$ cat src/ppr_pkg.sv
// ppr_pkg: constants and carriers for the peripheral pin redirection block
// assumes one system clock and an 8-bit cpu memory port with 20-bit addresses
package ppr_pkg;
    localparam int NPORT = 10;
    // pad group index: 0,1,2,3,4,6,7,8,12,13
    localparam logic [3:0] PI0  = 4'h0;
    localparam logic [3:0] PI1  = 4'h1;
    localparam logic [3:0] PI2  = 4'h2;
    localparam logic [3:0] PI3  = 4'h3;
    localparam logic [3:0] PI6  = 4'h5;
    localparam logic [3:0] PI7  = 4'h6;
    localparam logic [3:0] PI8  = 4'h7;
    localparam logic [3:0] PI12 = 4'h8;
    localparam logic [3:0] PI13 = 4'h9;
    // register addresses
    localparam logic [19:0] REDIR_ADDR = 20'hF_0077;
    localparam logic [19:0] CFG_BASE   = 20'hF_0300;
    localparam int          NCFG       = 15;
    localparam logic [7:0]  REDIR_RST  = 8'h00;
    localparam logic [7:0]  REDIR_MASK = 8'h1F;
    // redirect select bit positions
    localparam int RB_TMR  = 0;
    localparam int RB_S0   = 1;
    localparam int RB_S1   = 2;
    localparam int RB_MISC = 3;
    localparam int RB_IRQ  = 4;
    // configuration register indices (address = CFG_BASE + index)
    localparam logic [3:0] CI_DIR0 = 4'h0;
    localparam logic [3:0] CI_DIR1 = 4'h1;
    localparam logic [3:0] CI_DIR2 = 4'h2;
    localparam logic [3:0] CI_DIR3 = 4'h3;
    localparam logic [3:0] CI_PU0  = 4'h4;
    localparam logic [3:0] CI_PU1  = 4'h5;
    localparam logic [3:0] CI_PU3  = 4'h6;
    localparam logic [3:0] CI_LCD1 = 4'h7;
    localparam logic [3:0] CI_LCD3 = 4'h8;
    localparam logic [3:0] CI_EN1  = 4'h9;
    localparam logic [3:0] CI_EN3  = 4'hA;
    localparam logic [3:0] CI_ANA  = 4'hB;
    localparam logic [3:0] CI_TTL  = 4'hC;
    localparam logic [3:0] CI_OD0  = 4'hD;
    localparam logic [3:0] CI_OD1  = 4'hE;
    // reset values and writable bits, index 14 first
    localparam logic [NCFG-1:0][7:0] CFG_RST = {8'h00, 8'h00, 8'h00, 8'h3F,
        8'h00, 8'h00, 8'h00, 8'h00, 8'h00, 8'h00, 8'h00, 8'hFF, 8'h3F, 8'hFF, 8'hFF};
    localparam logic [NCFG-1:0][7:0] CFG_MASK = {8'hE0, 8'hFE, 8'h3F, 8'h3F,
        8'hFF, 8'hFF, 8'hFF, 8'hFF, 8'hFF, 8'hFF, 8'hFF, 8'hFF, 8'h3F, 8'hFF, 8'hFF};
    // pin locations {group index, bit}, element 0 last
    localparam logic [7:0][7:0] IRQ_DEF = {8'h42, 8'h44, 8'h02, 8'h04, 8'h05, 8'h07, 8'h85, 8'h97};
    localparam logic [7:0][7:0] IRQ_ALT = {8'h67, 8'h66, 8'h65, 8'h64, 8'h63, 8'h62, 8'h61, 8'h60};
    localparam logic [7:0][7:0] TMR_DEF = {8'h02, 8'h03, 8'h04, 8'h05, 8'h06, 8'h07, 8'h41, 8'h43};
    localparam logic [7:0][7:0] TMR_ALT = {8'h30, 8'h31, 8'h85, 8'h86, 8'h87, 8'h52, 8'h51, 8'h50};
    // misc group: buzzer0, buzzer1, comparator0, comparator1, rtc pulse
    localparam logic [4:0][7:0] MSC_DEF = {8'h90, 8'h01, 8'h00, 8'h41, 8'h43};
    localparam logic [4:0][7:0] MSC_ALT = {8'h52, 8'h04, 8'h03, 8'h32, 8'h33};
    // serial groups: transmit/out, receive/data, clock
    localparam logic [2:0][7:0] S1_DEF = {8'h02, 8'h03, 8'h04};
    localparam logic [2:0][7:0] S1_ALT = {8'h70, 8'h71, 8'h72};
    localparam logic [2:0][7:0] S0_DEF = {8'h05, 8'h06, 8'h07};
    localparam logic [2:0][7:0] S0_ALT = {8'h15, 8'h16, 8'h17};

    typedef logic [NPORT-1:0][7:0] ppr_pad_t;

    // peripheral drive towards the pins
    typedef struct packed {
        logic [7:0] tmr_out;
        logic [7:0] tmr_oe;
        logic [4:0] msc_out;
        logic [4:0] msc_en;
        logic       s1_txd;
        logic       s1_txd_en;
        logic       s1_scl;
        logic       s1_sda;
        logic       s1_i2c_en;
        logic       s0_so;
        logic       s0_so_en;
        logic       s0_sck;
        logic       s0_sck_oe;
        logic       s0_sda;
        logic       s0_i2c_en;
    } ppr_fn_out_s;

    // pin levels towards the peripherals
    typedef struct packed {
        logic [7:0] irq;
        logic [7:0] tmr_in;
        logic       s1_rx;
        logic       s1_scl_in;
        logic       s0_si;
        logic       s0_sck_in;
    } ppr_fn_in_s;
endpackage

$ cat src/ppr_redirect.sv
// ppr_redirect: peripheral pin redirection and pin function selection
// assumes pad inputs are asynchronous; peripheral and gpio signals share mclk_i
//
// Functional notes
// - reset clears redirect select register
// - redirect register 8-bit read and write
// - each select bit moves whole group
// - bit 4 moves external interrupts to P70-P77
// - bit 3 moves buzzer, comparator, rtc pulse
// - bit 2 moves serial unit 1 pins
// - bit 1 moves serial 0 channel 0
// - bit 0 moves timer channel pins
// - redirected interrupt 0 off on battery
// - default interrupt 0 pin works on battery
// - port 0 resets to digital input
// - ports 1, 3 reset isolated
// - port 2 resets to analog input
// - per-pin digital or lcd selection
// - per-pin port 2 digital or analog
// - per-pin pull-up on input pins
// - ttl input threshold on six pins
// - open-drain option on ten outputs
module ppr_redirect
    import ppr_pkg::*;
(
    // clock and reset
    input  wire logic        mclk_i,
    input  wire logic        rst_b_i,
    // cpu memory port
    input  wire logic [19:0] mem_addr_i,
    input  wire logic [7:0]  mem_wdata_i,
    input  wire logic        mem_wr_i,
    input  wire logic        mem_rd_i,
    output logic      [7:0]  mem_rdata_o,
    // supply state
    input  wire logic        vbat_i,
    // gpio data and peripherals
    input  wire ppr_pad_t    gpio_dout_i,
    output ppr_pad_t         gpio_din_o,
    input  wire ppr_fn_out_s fn_out_i,
    output ppr_fn_in_s       fn_in_o,
    // pads
    input  wire ppr_pad_t    pad_in_i,
    output ppr_pad_t         pad_do_o,
    output ppr_pad_t         pad_oe_o,
    output ppr_pad_t         pull_en_o,
    output ppr_pad_t         ttl_en_o,
    output ppr_pad_t         lcd_en_o,
    output logic      [5:0]  analog_en_o
);

    ////////////////////////////////////////////////////////////////////////////
    typedef struct packed {
        logic [7:0]            redir;
        logic [NCFG-1:0][7:0]  cfg;
        ppr_pad_t              s1;
        ppr_pad_t              s2;
        logic [1:0]            vb;
        ppr_pad_t              pdo;
        ppr_pad_t              poe;
        ppr_pad_t              pull;
        ppr_pad_t              ttl;
        ppr_pad_t              lcd;
        ppr_pad_t              din;
        logic [5:0]            ana;
        ppr_fn_in_s            fin;
        logic [7:0]            rdata;
        logic                  wseen;
    } ppr_state_s;

    localparam ppr_state_s ST_RST = '{redir: REDIR_RST, cfg: CFG_RST, ana: 6'h3F, default: '0};

    ppr_state_s  st_r;
    ppr_state_s  st_nxt;
    logic [19:0] cfg_off;
    logic        cfg_hit;

    // set or read one pad bit at a location code
    function automatic ppr_pad_t setb(ppr_pad_t v, logic [7:0] l, logic b);
        ppr_pad_t r;
        r = v;
        r[l[7:4]][l[2:0]] = b;
        return r;
    endfunction

    function automatic logic getb(ppr_pad_t v, logic [7:0] l);
        return v[l[7:4]][l[2:0]];
    endfunction

    // configuration window decode
    assign cfg_off = mem_addr_i - CFG_BASE;
    assign cfg_hit = (mem_addr_i >= CFG_BASE) && (cfg_off < 20'(NCFG));

    ////////////////////////////////////////////////////////////////////////////
    // next state: registers, synchronisers, pin multiplexing
    always_comb begin
        ppr_pad_t   fdo;
        ppr_pad_t   foe;
        ppr_pad_t   fod;
        ppr_pad_t   dig;
        ppr_pad_t   dir;
        ppr_pad_t   din;
        logic [7:0] r;
        logic [7:0] l;
        logic [7:0] t;
        fdo = gpio_dout_i;
        foe = '0;
        fod = '0;
        dig = '1;
        dir = '0;
        din = '0;
        l = '0;
        st_nxt = st_r;
        r = st_r.redir;
        t = st_r.cfg[CI_TTL];
        // register writes
        if (mem_wr_i && (mem_addr_i == REDIR_ADDR)) begin
            st_nxt.redir = mem_wdata_i & REDIR_MASK;
            st_nxt.wseen = 1'b1;
        end else if (mem_wr_i && cfg_hit) begin
            st_nxt.cfg[cfg_off[3:0]] = mem_wdata_i & CFG_MASK[cfg_off[3:0]];
        end
        // register reads, unmapped reads zero
        if (mem_rd_i) begin
            if (mem_addr_i == REDIR_ADDR) begin
                st_nxt.rdata = st_r.redir;
            end else if (cfg_hit) begin
                st_nxt.rdata = st_r.cfg[cfg_off[3:0]];
            end else begin
                st_nxt.rdata = 8'h00;
            end
        end
        // two-stage synchronisers
        st_nxt.s1 = pad_in_i;
        st_nxt.s2 = st_r.s1;
        st_nxt.vb = {st_r.vb[0], vbat_i};
        // direction, isolation, lcd and analog gating
        dir[PI0] = st_r.cfg[CI_DIR0];
        dir[PI1] = st_r.cfg[CI_DIR1];
        dir[PI2] = st_r.cfg[CI_DIR2];
        dir[PI3] = st_r.cfg[CI_DIR3];
        dig[PI1] = st_r.cfg[CI_EN1] & ~st_r.cfg[CI_LCD1];
        dig[PI3] = st_r.cfg[CI_EN3] & ~st_r.cfg[CI_LCD3];
        dig[PI2] = {2'b00, ~st_r.cfg[CI_ANA][5:0]}; // bits 7:6 have no pins
        st_nxt.lcd = '0;
        st_nxt.lcd[PI1] = st_r.cfg[CI_EN1] & st_r.cfg[CI_LCD1] & dir[PI1];
        st_nxt.lcd[PI3] = st_r.cfg[CI_EN3] & st_r.cfg[CI_LCD3] & dir[PI3];
        st_nxt.ana = st_r.cfg[CI_ANA][5:0];
        din = st_r.s2 & dig;
        st_nxt.din = din;
        // gpio drive on ports 0-3
        for (int p = 0; p < 4; p++) begin
            foe[p] = ~dir[p];
        end
        fod[PI0] = st_r.cfg[CI_OD0];
        fod[PI1] = st_r.cfg[CI_OD1];
        // misc outputs: buzzers, comparators, rtc pulse
        for (int i = 0; i < 5; i++) begin
            l = r[RB_MISC] ? MSC_ALT[i] : MSC_DEF[i];
            if (fn_out_i.msc_en[i]) begin
                fdo = setb(fdo, l, fn_out_i.msc_out[i]);
                foe = setb(foe, l, 1'b1);
            end
        end
        // timer channels, both directions
        for (int i = 0; i < 8; i++) begin
            l = r[RB_TMR] ? TMR_ALT[i] : TMR_DEF[i];
            if (fn_out_i.tmr_oe[i]) begin
                fdo = setb(fdo, l, fn_out_i.tmr_out[i]);
                foe = setb(foe, l, 1'b1);
            end
            st_nxt.fin.tmr_in[i] = getb(din, l);
        end
        // external interrupt inputs
        for (int i = 0; i < 8; i++) begin
            l = r[RB_IRQ] ? IRQ_ALT[i] : IRQ_DEF[i];
            st_nxt.fin.irq[i] = getb(din, l);
        end
        if (r[RB_IRQ] && st_r.vb[1]) begin
            st_nxt.fin.irq[0] = 1'b0;
        end
        // serial unit 1
        l = r[RB_S1] ? S1_ALT[0] : S1_DEF[0];
        if (fn_out_i.s1_txd_en) begin
            fdo = setb(fdo, l, fn_out_i.s1_txd);
            foe = setb(foe, l, 1'b1);
        end
        l = r[RB_S1] ? S1_ALT[1] : S1_DEF[1];
        st_nxt.fin.s1_rx = getb(din, l);
        if (fn_out_i.s1_i2c_en) begin
            fdo = setb(fdo, l, fn_out_i.s1_sda);
            foe = setb(foe, l, 1'b1);
            fod = setb(fod, l, 1'b1);
        end
        l = r[RB_S1] ? S1_ALT[2] : S1_DEF[2];
        st_nxt.fin.s1_scl_in = getb(din, l);
        if (fn_out_i.s1_i2c_en) begin
            fdo = setb(fdo, l, fn_out_i.s1_scl);
            foe = setb(foe, l, 1'b1);
            fod = setb(fod, l, 1'b1);
        end
        // serial unit 0 channel 0
        l = r[RB_S0] ? S0_ALT[0] : S0_DEF[0];
        if (fn_out_i.s0_so_en) begin
            fdo = setb(fdo, l, fn_out_i.s0_so);
            foe = setb(foe, l, 1'b1);
        end
        l = r[RB_S0] ? S0_ALT[1] : S0_DEF[1];
        st_nxt.fin.s0_si = getb(din, l);
        if (fn_out_i.s0_i2c_en) begin
            fdo = setb(fdo, l, fn_out_i.s0_sda);
            foe = setb(foe, l, 1'b1);
            fod = setb(fod, l, 1'b1);
        end
        l = r[RB_S0] ? S0_ALT[2] : S0_DEF[2];
        st_nxt.fin.s0_sck_in = getb(din, l);
        if (fn_out_i.s0_sck_oe) begin
            fdo = setb(fdo, l, fn_out_i.s0_sck);
            foe = setb(foe, l, 1'b1);
            if (fn_out_i.s0_i2c_en) begin
                fod = setb(fod, l, 1'b1);
            end
        end
        // open-drain releases a high level; isolated or analog pins never drive
        st_nxt.pdo = fdo;
        st_nxt.poe = foe & dig & ~(fod & fdo);
        // pull-ups on digital input pins of ports 0, 1, 3
        st_nxt.pull = '0;
        st_nxt.pull[PI0] = st_r.cfg[CI_PU0] & dir[PI0];
        st_nxt.pull[PI1] = st_r.cfg[CI_PU1] & dir[PI1] & dig[PI1];
        st_nxt.pull[PI3] = st_r.cfg[CI_PU3] & dir[PI3] & dig[PI3];
        // ttl threshold on P00, P03, P05, P06, P15, P16
        st_nxt.ttl = '0;
        st_nxt.ttl[PI0] = {1'b0, t[3], t[2], 1'b0, t[1], 2'b00, t[0]};
        st_nxt.ttl[PI1] = {1'b0, t[5], t[4], 5'b0_0000};
    end

    // state register
    always_ff @(posedge mclk_i or negedge rst_b_i) begin
        if (!rst_b_i) begin
            st_r <= ST_RST;
        end else begin
            st_r <= st_nxt;
        end
    end

    // outputs straight from the state register
    assign mem_rdata_o = st_r.rdata;
    assign gpio_din_o  = st_r.din;
    assign fn_in_o     = st_r.fin;
    assign pad_do_o    = st_r.pdo;
    assign pad_oe_o    = st_r.poe;
    assign pull_en_o   = st_r.pull;
    assign ttl_en_o    = st_r.ttl;
    assign lcd_en_o    = st_r.lcd;
    assign analog_en_o = st_r.ana;
endmodule // ppr_redirect

$ cat config.mk
export PLATFORM = sky130hd
export DESIGN_NAME = ppr_redirect
export DESIGN_NICKNAME = d
export VERILOG_FILES = /design/src/ppr_pkg.sv /design/src/ppr_redirect.sv
export SDC_FILE = /design/constraint.sdc
export NUM_CORES = 1
export LEC_CHECK = 0
export BUFFER_PORTS_ARGS = -buffer_cell sky130_fd_sc_hd__buf_2
export CORE_ASPECT_RATIO = 0.7
export CORE_UTILIZATION = 30
export CTS_BUF_LIST = sky130_fd_sc_hd__clkbuf_2
export CTS_CLUSTER_SIZE = 24
export DETAILED_ROUTE_END_ITERATION = 7
export GPL_ROUTABILITY_DRIVEN = 0
export GPL_TIMING_DRIVEN = 0
export PLACE_DENSITY = 0.63
export SYNTH_ARGS = -nofsm -noshare
export SYNTH_HDL_FRONTEND = slang
export SYNTH_SLANG_ARGS = --single-unit
$ cat constraint.sdc
create_clock -name mclk_i -period 1.98 [get_ports mclk_i]
set_clock_uncertainty 0.05 [all_clocks]
set_input_delay 0.495 -clock mclk_i [delete_from_list [all_inputs] [get_ports mclk_i]]
set_output_delay 0.495 -clock mclk_i [all_outputs]
set_load 0.01 [all_outputs]
==> results <==
- The area of the placeable core is 75,000 µm².
- The signal on the critical path passes through buf_8, buf_16, buf_16, buf_16, buf_16, buf_16, buf_16, buf_16, buf_16, buf_16, dlygate4sd3_1, buf_16, buf_16, buf_16.
- The wire length per cell after detailed routing is 20.1 µm.
- Synthesis handed over a netlist of 1,658 instances.
- The highest cell delay on the worst timing path is 0.93 ns.
- The checks that failed: hold timing, setup timing.
- The register-to-register path setup slack is 0.08 ns.
- The most common cell in the synthesized netlist is sky130_fd_sc_hd__dfrtp_1.
- Once routing completed, OpenROAD measured the worst setup slack at -0.644 ns.
- Averaged over all synthesized cells, the footprint is 13.7 µm².
- After detailed routing, the number of remaining DRC violations is 0.
- The CTS H-tree depth is 4.
- On the final layout, the worst hold slack is -0.0734 ns.
- The leakage dissipation is 16.8 nW.
- The initial core utilization is 0.303.
- Setup repair after global routing could not meet its margin everywhere.
- The proportion of synthesized flip-flops having asynchronous set or reset is 1.00.
- The total wire length after detailed routing is 77,000 µm.
- For the pin with the worst max-slew slack, the measured transition is 1.09 ns.
- Yosys attributes the largest share of cell area to sky130_fd_sc_hd__dfrtp_1, sky130_fd_sc_hd__buf_4, sky130_fd_sc_hd__mux2_2.
- In this run the vertical extent of the chip is 232 µm.
- The startpoint identified for the worst register-to-register timing path is st_r[735].
- During placement, the flow inserted port buffers numbering 498.
- Measured in cells, the most critical reg-to-reg path has a length of 4.
- The most numerous cell on the critical path is sky130_fd_sc_hd__buf_16.
- STA classifies the critical path startpoint as an input port.
- 744 I/O pins were placed.
- Of all nets on the critical path, the largest fanout is 118.
- The critical path is of the input port to asynchronous set/reset pin type.
- The share of layout cells above drive strength 1 is 0.448.
- The clock tree root driver cell is sky130_fd_sc_hd__clkbuf_2.
- The dominant delay contributor by cell family on the critical path is buffers and inverters.
- The floorplan has 84 rows.
- Summing internal, switching and leakage power gives 0.0232 W.
- The most critical setup path has its endpoint at pad_do_o[44].
- The final design area excluding fillers is 33,800 µm².
- The clock reaches the later pin of the worst-skew pair after 1.34 ns.
- Summing over every cut layer, the via total after detailed routing is 15,721.
- The flow ran to the end, but the final reports show violations.
- The type of the tightest min-delay check is input port to register.
- Counting every sink on the clock net gives 563.
- The count of buffer and inverter cells on the critical path is 14.
- After detailed routing, the wire length on met1 is 33,700 µm.
- Yosys mapped the design onto 57 distinct sky130hd cell types.
- The maximum clock frequency is 0.381 GHz.
- The cell area after placement is 27,700 µm².
- The data required time of the worst path is 3.28 ns.
- After synthesis the cells add up to 22,800 µm².
- The final hold violation count is 5.
- For this run, the total global-route usage over all layers was measured as 0.200.
- The number of logic stages on the critical path including buffering is 14.
- After legalization and detailed placement, the total HPWL measured 52,800 µm.
- Clock-pin slew was measured on the worst setup and hold paths at 0.10 ns.
- In this run, synthesis produced a sequential element count of 563.
- After the last flow step, the layout net total stands at 2,954.
- The most used flip-flop cell after synthesis is sky130_fd_sc_hd__dfrtp_1.
- Summed over all layers, the global routing overflow is 0.
- The number of setup violations in the final report is 438.
- Compared with the post-synthesis result, the final layout area differs by 48.5%.
- The number of DRC markers in iteration 0 is 815.
- The max-slew violation total from the final report came to 0.
- The final critical path time including I/O delays and setup is 2.62 ns.
- The uppermost metal layer occupied by signal nets is met5.
- The post-layout utilization of the core is 0.450.
- The reg-to-reg critical path endpoint is mem_rdata_o[2].
- The number of warnings reported in the yosys synthesis log is 0.
- The number of vias per cell after detailed routing is 4.10.
- The number of fill cells in the layout is 6,818.
- The number of global-route vias before repair came to 16,435.
- The headroom to the max-slew limit is 0.276.
- The initial antenna violation count is 13.
- The longest clock path from root to sink contains 3 buffers.
- In the detailed route, the total length drawn on met3 is 5680 µm.
- The first global-routing pass estimated 110,000 µm of wire.
- The most critical setup path has its startpoint at rst_b_i.
- Across the VDD grid, the largest voltage drop is 459 µV.
- TritonCTS built the clock tree.
- The final antenna-violating net count is 0.
- In this run, placement finished with an instance count of 3,383.
- The endpoint type of the worst setup path is an asynchronous set/reset pin.
- The filler-free cell count of the finished design is 3,837.
- The power per cell area is 687 nW/µm².
- The detailed-router iteration count before antenna repair is 5.
- Of the synthesized area, sequential elements account for 0.621.
- The commonest cells after synthesis are sky130_fd_sc_hd__dfrtp_1, sky130_fd_sc_hd__buf_4, sky130_fd_sc_hd__mux2_2.
- The biggest area contributor in the post-synthesis netlist is sky130_fd_sc_hd__dfrtp_1.
- The number of clock buffers inserted by TritonCTS is 142.
- The critical-path cell with the highest stage delay is sky130_fd_sc_hd__dlygate4sd3_1.
- The floorplan step defined a die boundary enclosing 77,000 µm².
- At the worst endpoint, the arrival time is 3.92 ns.
- The fraction of synthesized cell area taken by the top area cell type is 0.573.
- Counting flops with a built-in enable in the synthesized netlist gives 0.
- Measured along the x axis, the die boundary spans 331 µm.
- The max capacitance violation total is 0.
- Entering global routing, the biggest net connects 121 pins.
- The share of the clock period used by the worst path is 1.33.
- The routed design uses 35,600 µm of met2 wire.
-- registers in the layout (all words and copies together) (netlist names) --
signal and count:
pad_do_o 80, gpio_din_o 78, st_nxt 91, pull_en_o 24, analog_en_o 6, lcd_en_o 16, fn_in_o 20, st_r 192
mem_rdata_o 8, ttl_en_o 6, pad_oe_o 42
-- where the power goes --
| group | internal (W) | switching [W] |
|---|---|---|
| clock network | 0.00325 | 0.00512 |
| registers | 0.0118 | 0.000181 |
| logic | 0.00156 | 0.00126 |
| total | 0.0166 | 0.00656 |
-- worst min-delay path by stage --
stage	cells past startpoint	endpoint	startpoint
2_1_floorplan	0	fn_in_o[0]	rst_b_i
3_3_place_gp	0	gpio_din_o[68]	st_r[585]
3_5_place_dp	0	gpio_din_o[39]	st_r[556]
4_1_cts	6	st_r[792]	mem_addr_i[11]
5_1_grt	6	st_r[792]	mem_addr_i[11]
6_report	6	st_r[791]	mem_addr_i[6]
-- routing by layer --
layer | vias up | track usage
met3 | 165 | 0.0713
met5 | - | 0
li1 | 7028 | -
met1 | 7944 | 0.266
met2 | 570 | 0.300
met4 | 14 | 0.0706
-- tightest hold or removal path, stage by stage --
cell and delay [ns]:
sky130_fd_sc_hd__buf_2 0.08, sky130_fd_sc_hd__nand4bb_1 0.12, sky130_fd_sc_hd__or4_4 0.13, sky130_fd_sc_hd__buf_6 0.17, sky130_fd_sc_hd__nor4_4 0.13, sky130_fd_sc_hd__nor2b_1 0.12
-- repair_timing --
action / 4_1_cts / 5_1_grt
endpoints found under the setup margin: 422 / 529
pin swaps: 9 / 4
endpoints found under the hold margin: 769 / 153
buffers inserted: 12 / 8
resized for setup: 422 / 24
hold buffers: 445 / 9
-- stage by stage --
stage	TNS (ns)	worst slack, ns
after floorplan	-90.30	-0.805
after global placement	-6626.26	-11.70
after detailed placement	-308.67	-2.14
after CTS	-233.39	-0.764
after global routing	-255.94	-0.792
final	-180.75	-0.644
-- logic make-up (layout without fill, tap and decap cells) --
family,after synthesis,count (layout),share of synthesized area
flops,563,563,0.621
buf+inv,579,1525,0.181
mux,193,193,0.105
compound gates,85,85,0.0268
other cells,1,245,0.000165
simple gates,237,237,0.0655
-- layout make-up --
type                       instances  area [µm²]  share of cell area
sequential                       563       14200               0.419
timing repair buffer             973        9300               0.275
multi-input combinational        749        5690               0.168
buffer                           274        1960              0.0578
tap                              989        1240              0.0366
clock buffer                     204        1020              0.0302
clock inverter                    53         343              0.0101
inverter                          21        78.8             0.00233
antenna                           11        27.5            0.000814
-- cells in the final DEF, fill, tap and decap left out, types with 27 or more instances in the layout --
cell type and n:
sky130_fd_sc_hd__dlygate4sd3_1 437, sky130_fd_sc_hd__nor2_1 29, sky130_fd_sc_hd__clkinv_1 27, sky130_fd_sc_hd__clkbuf_2 207, sky130_fd_sc_hd__dfstp_2 42, sky130_fd_sc_hd__dfrtp_1 511
sky130_fd_sc_hd__conb_1 234, sky130_fd_sc_hd__buf_6 280, sky130_fd_sc_hd__nor2b_1 36, sky130_fd_sc_hd__buf_2 222, sky130_fd_sc_hd__buf_4 247, sky130_fd_sc_hd__mux2_2 99
sky130_fd_sc_hd__mux2_4 53, sky130_fd_sc_hd__nand2_1 43
No activity file was read; power rests on OpenSTA's default activity.
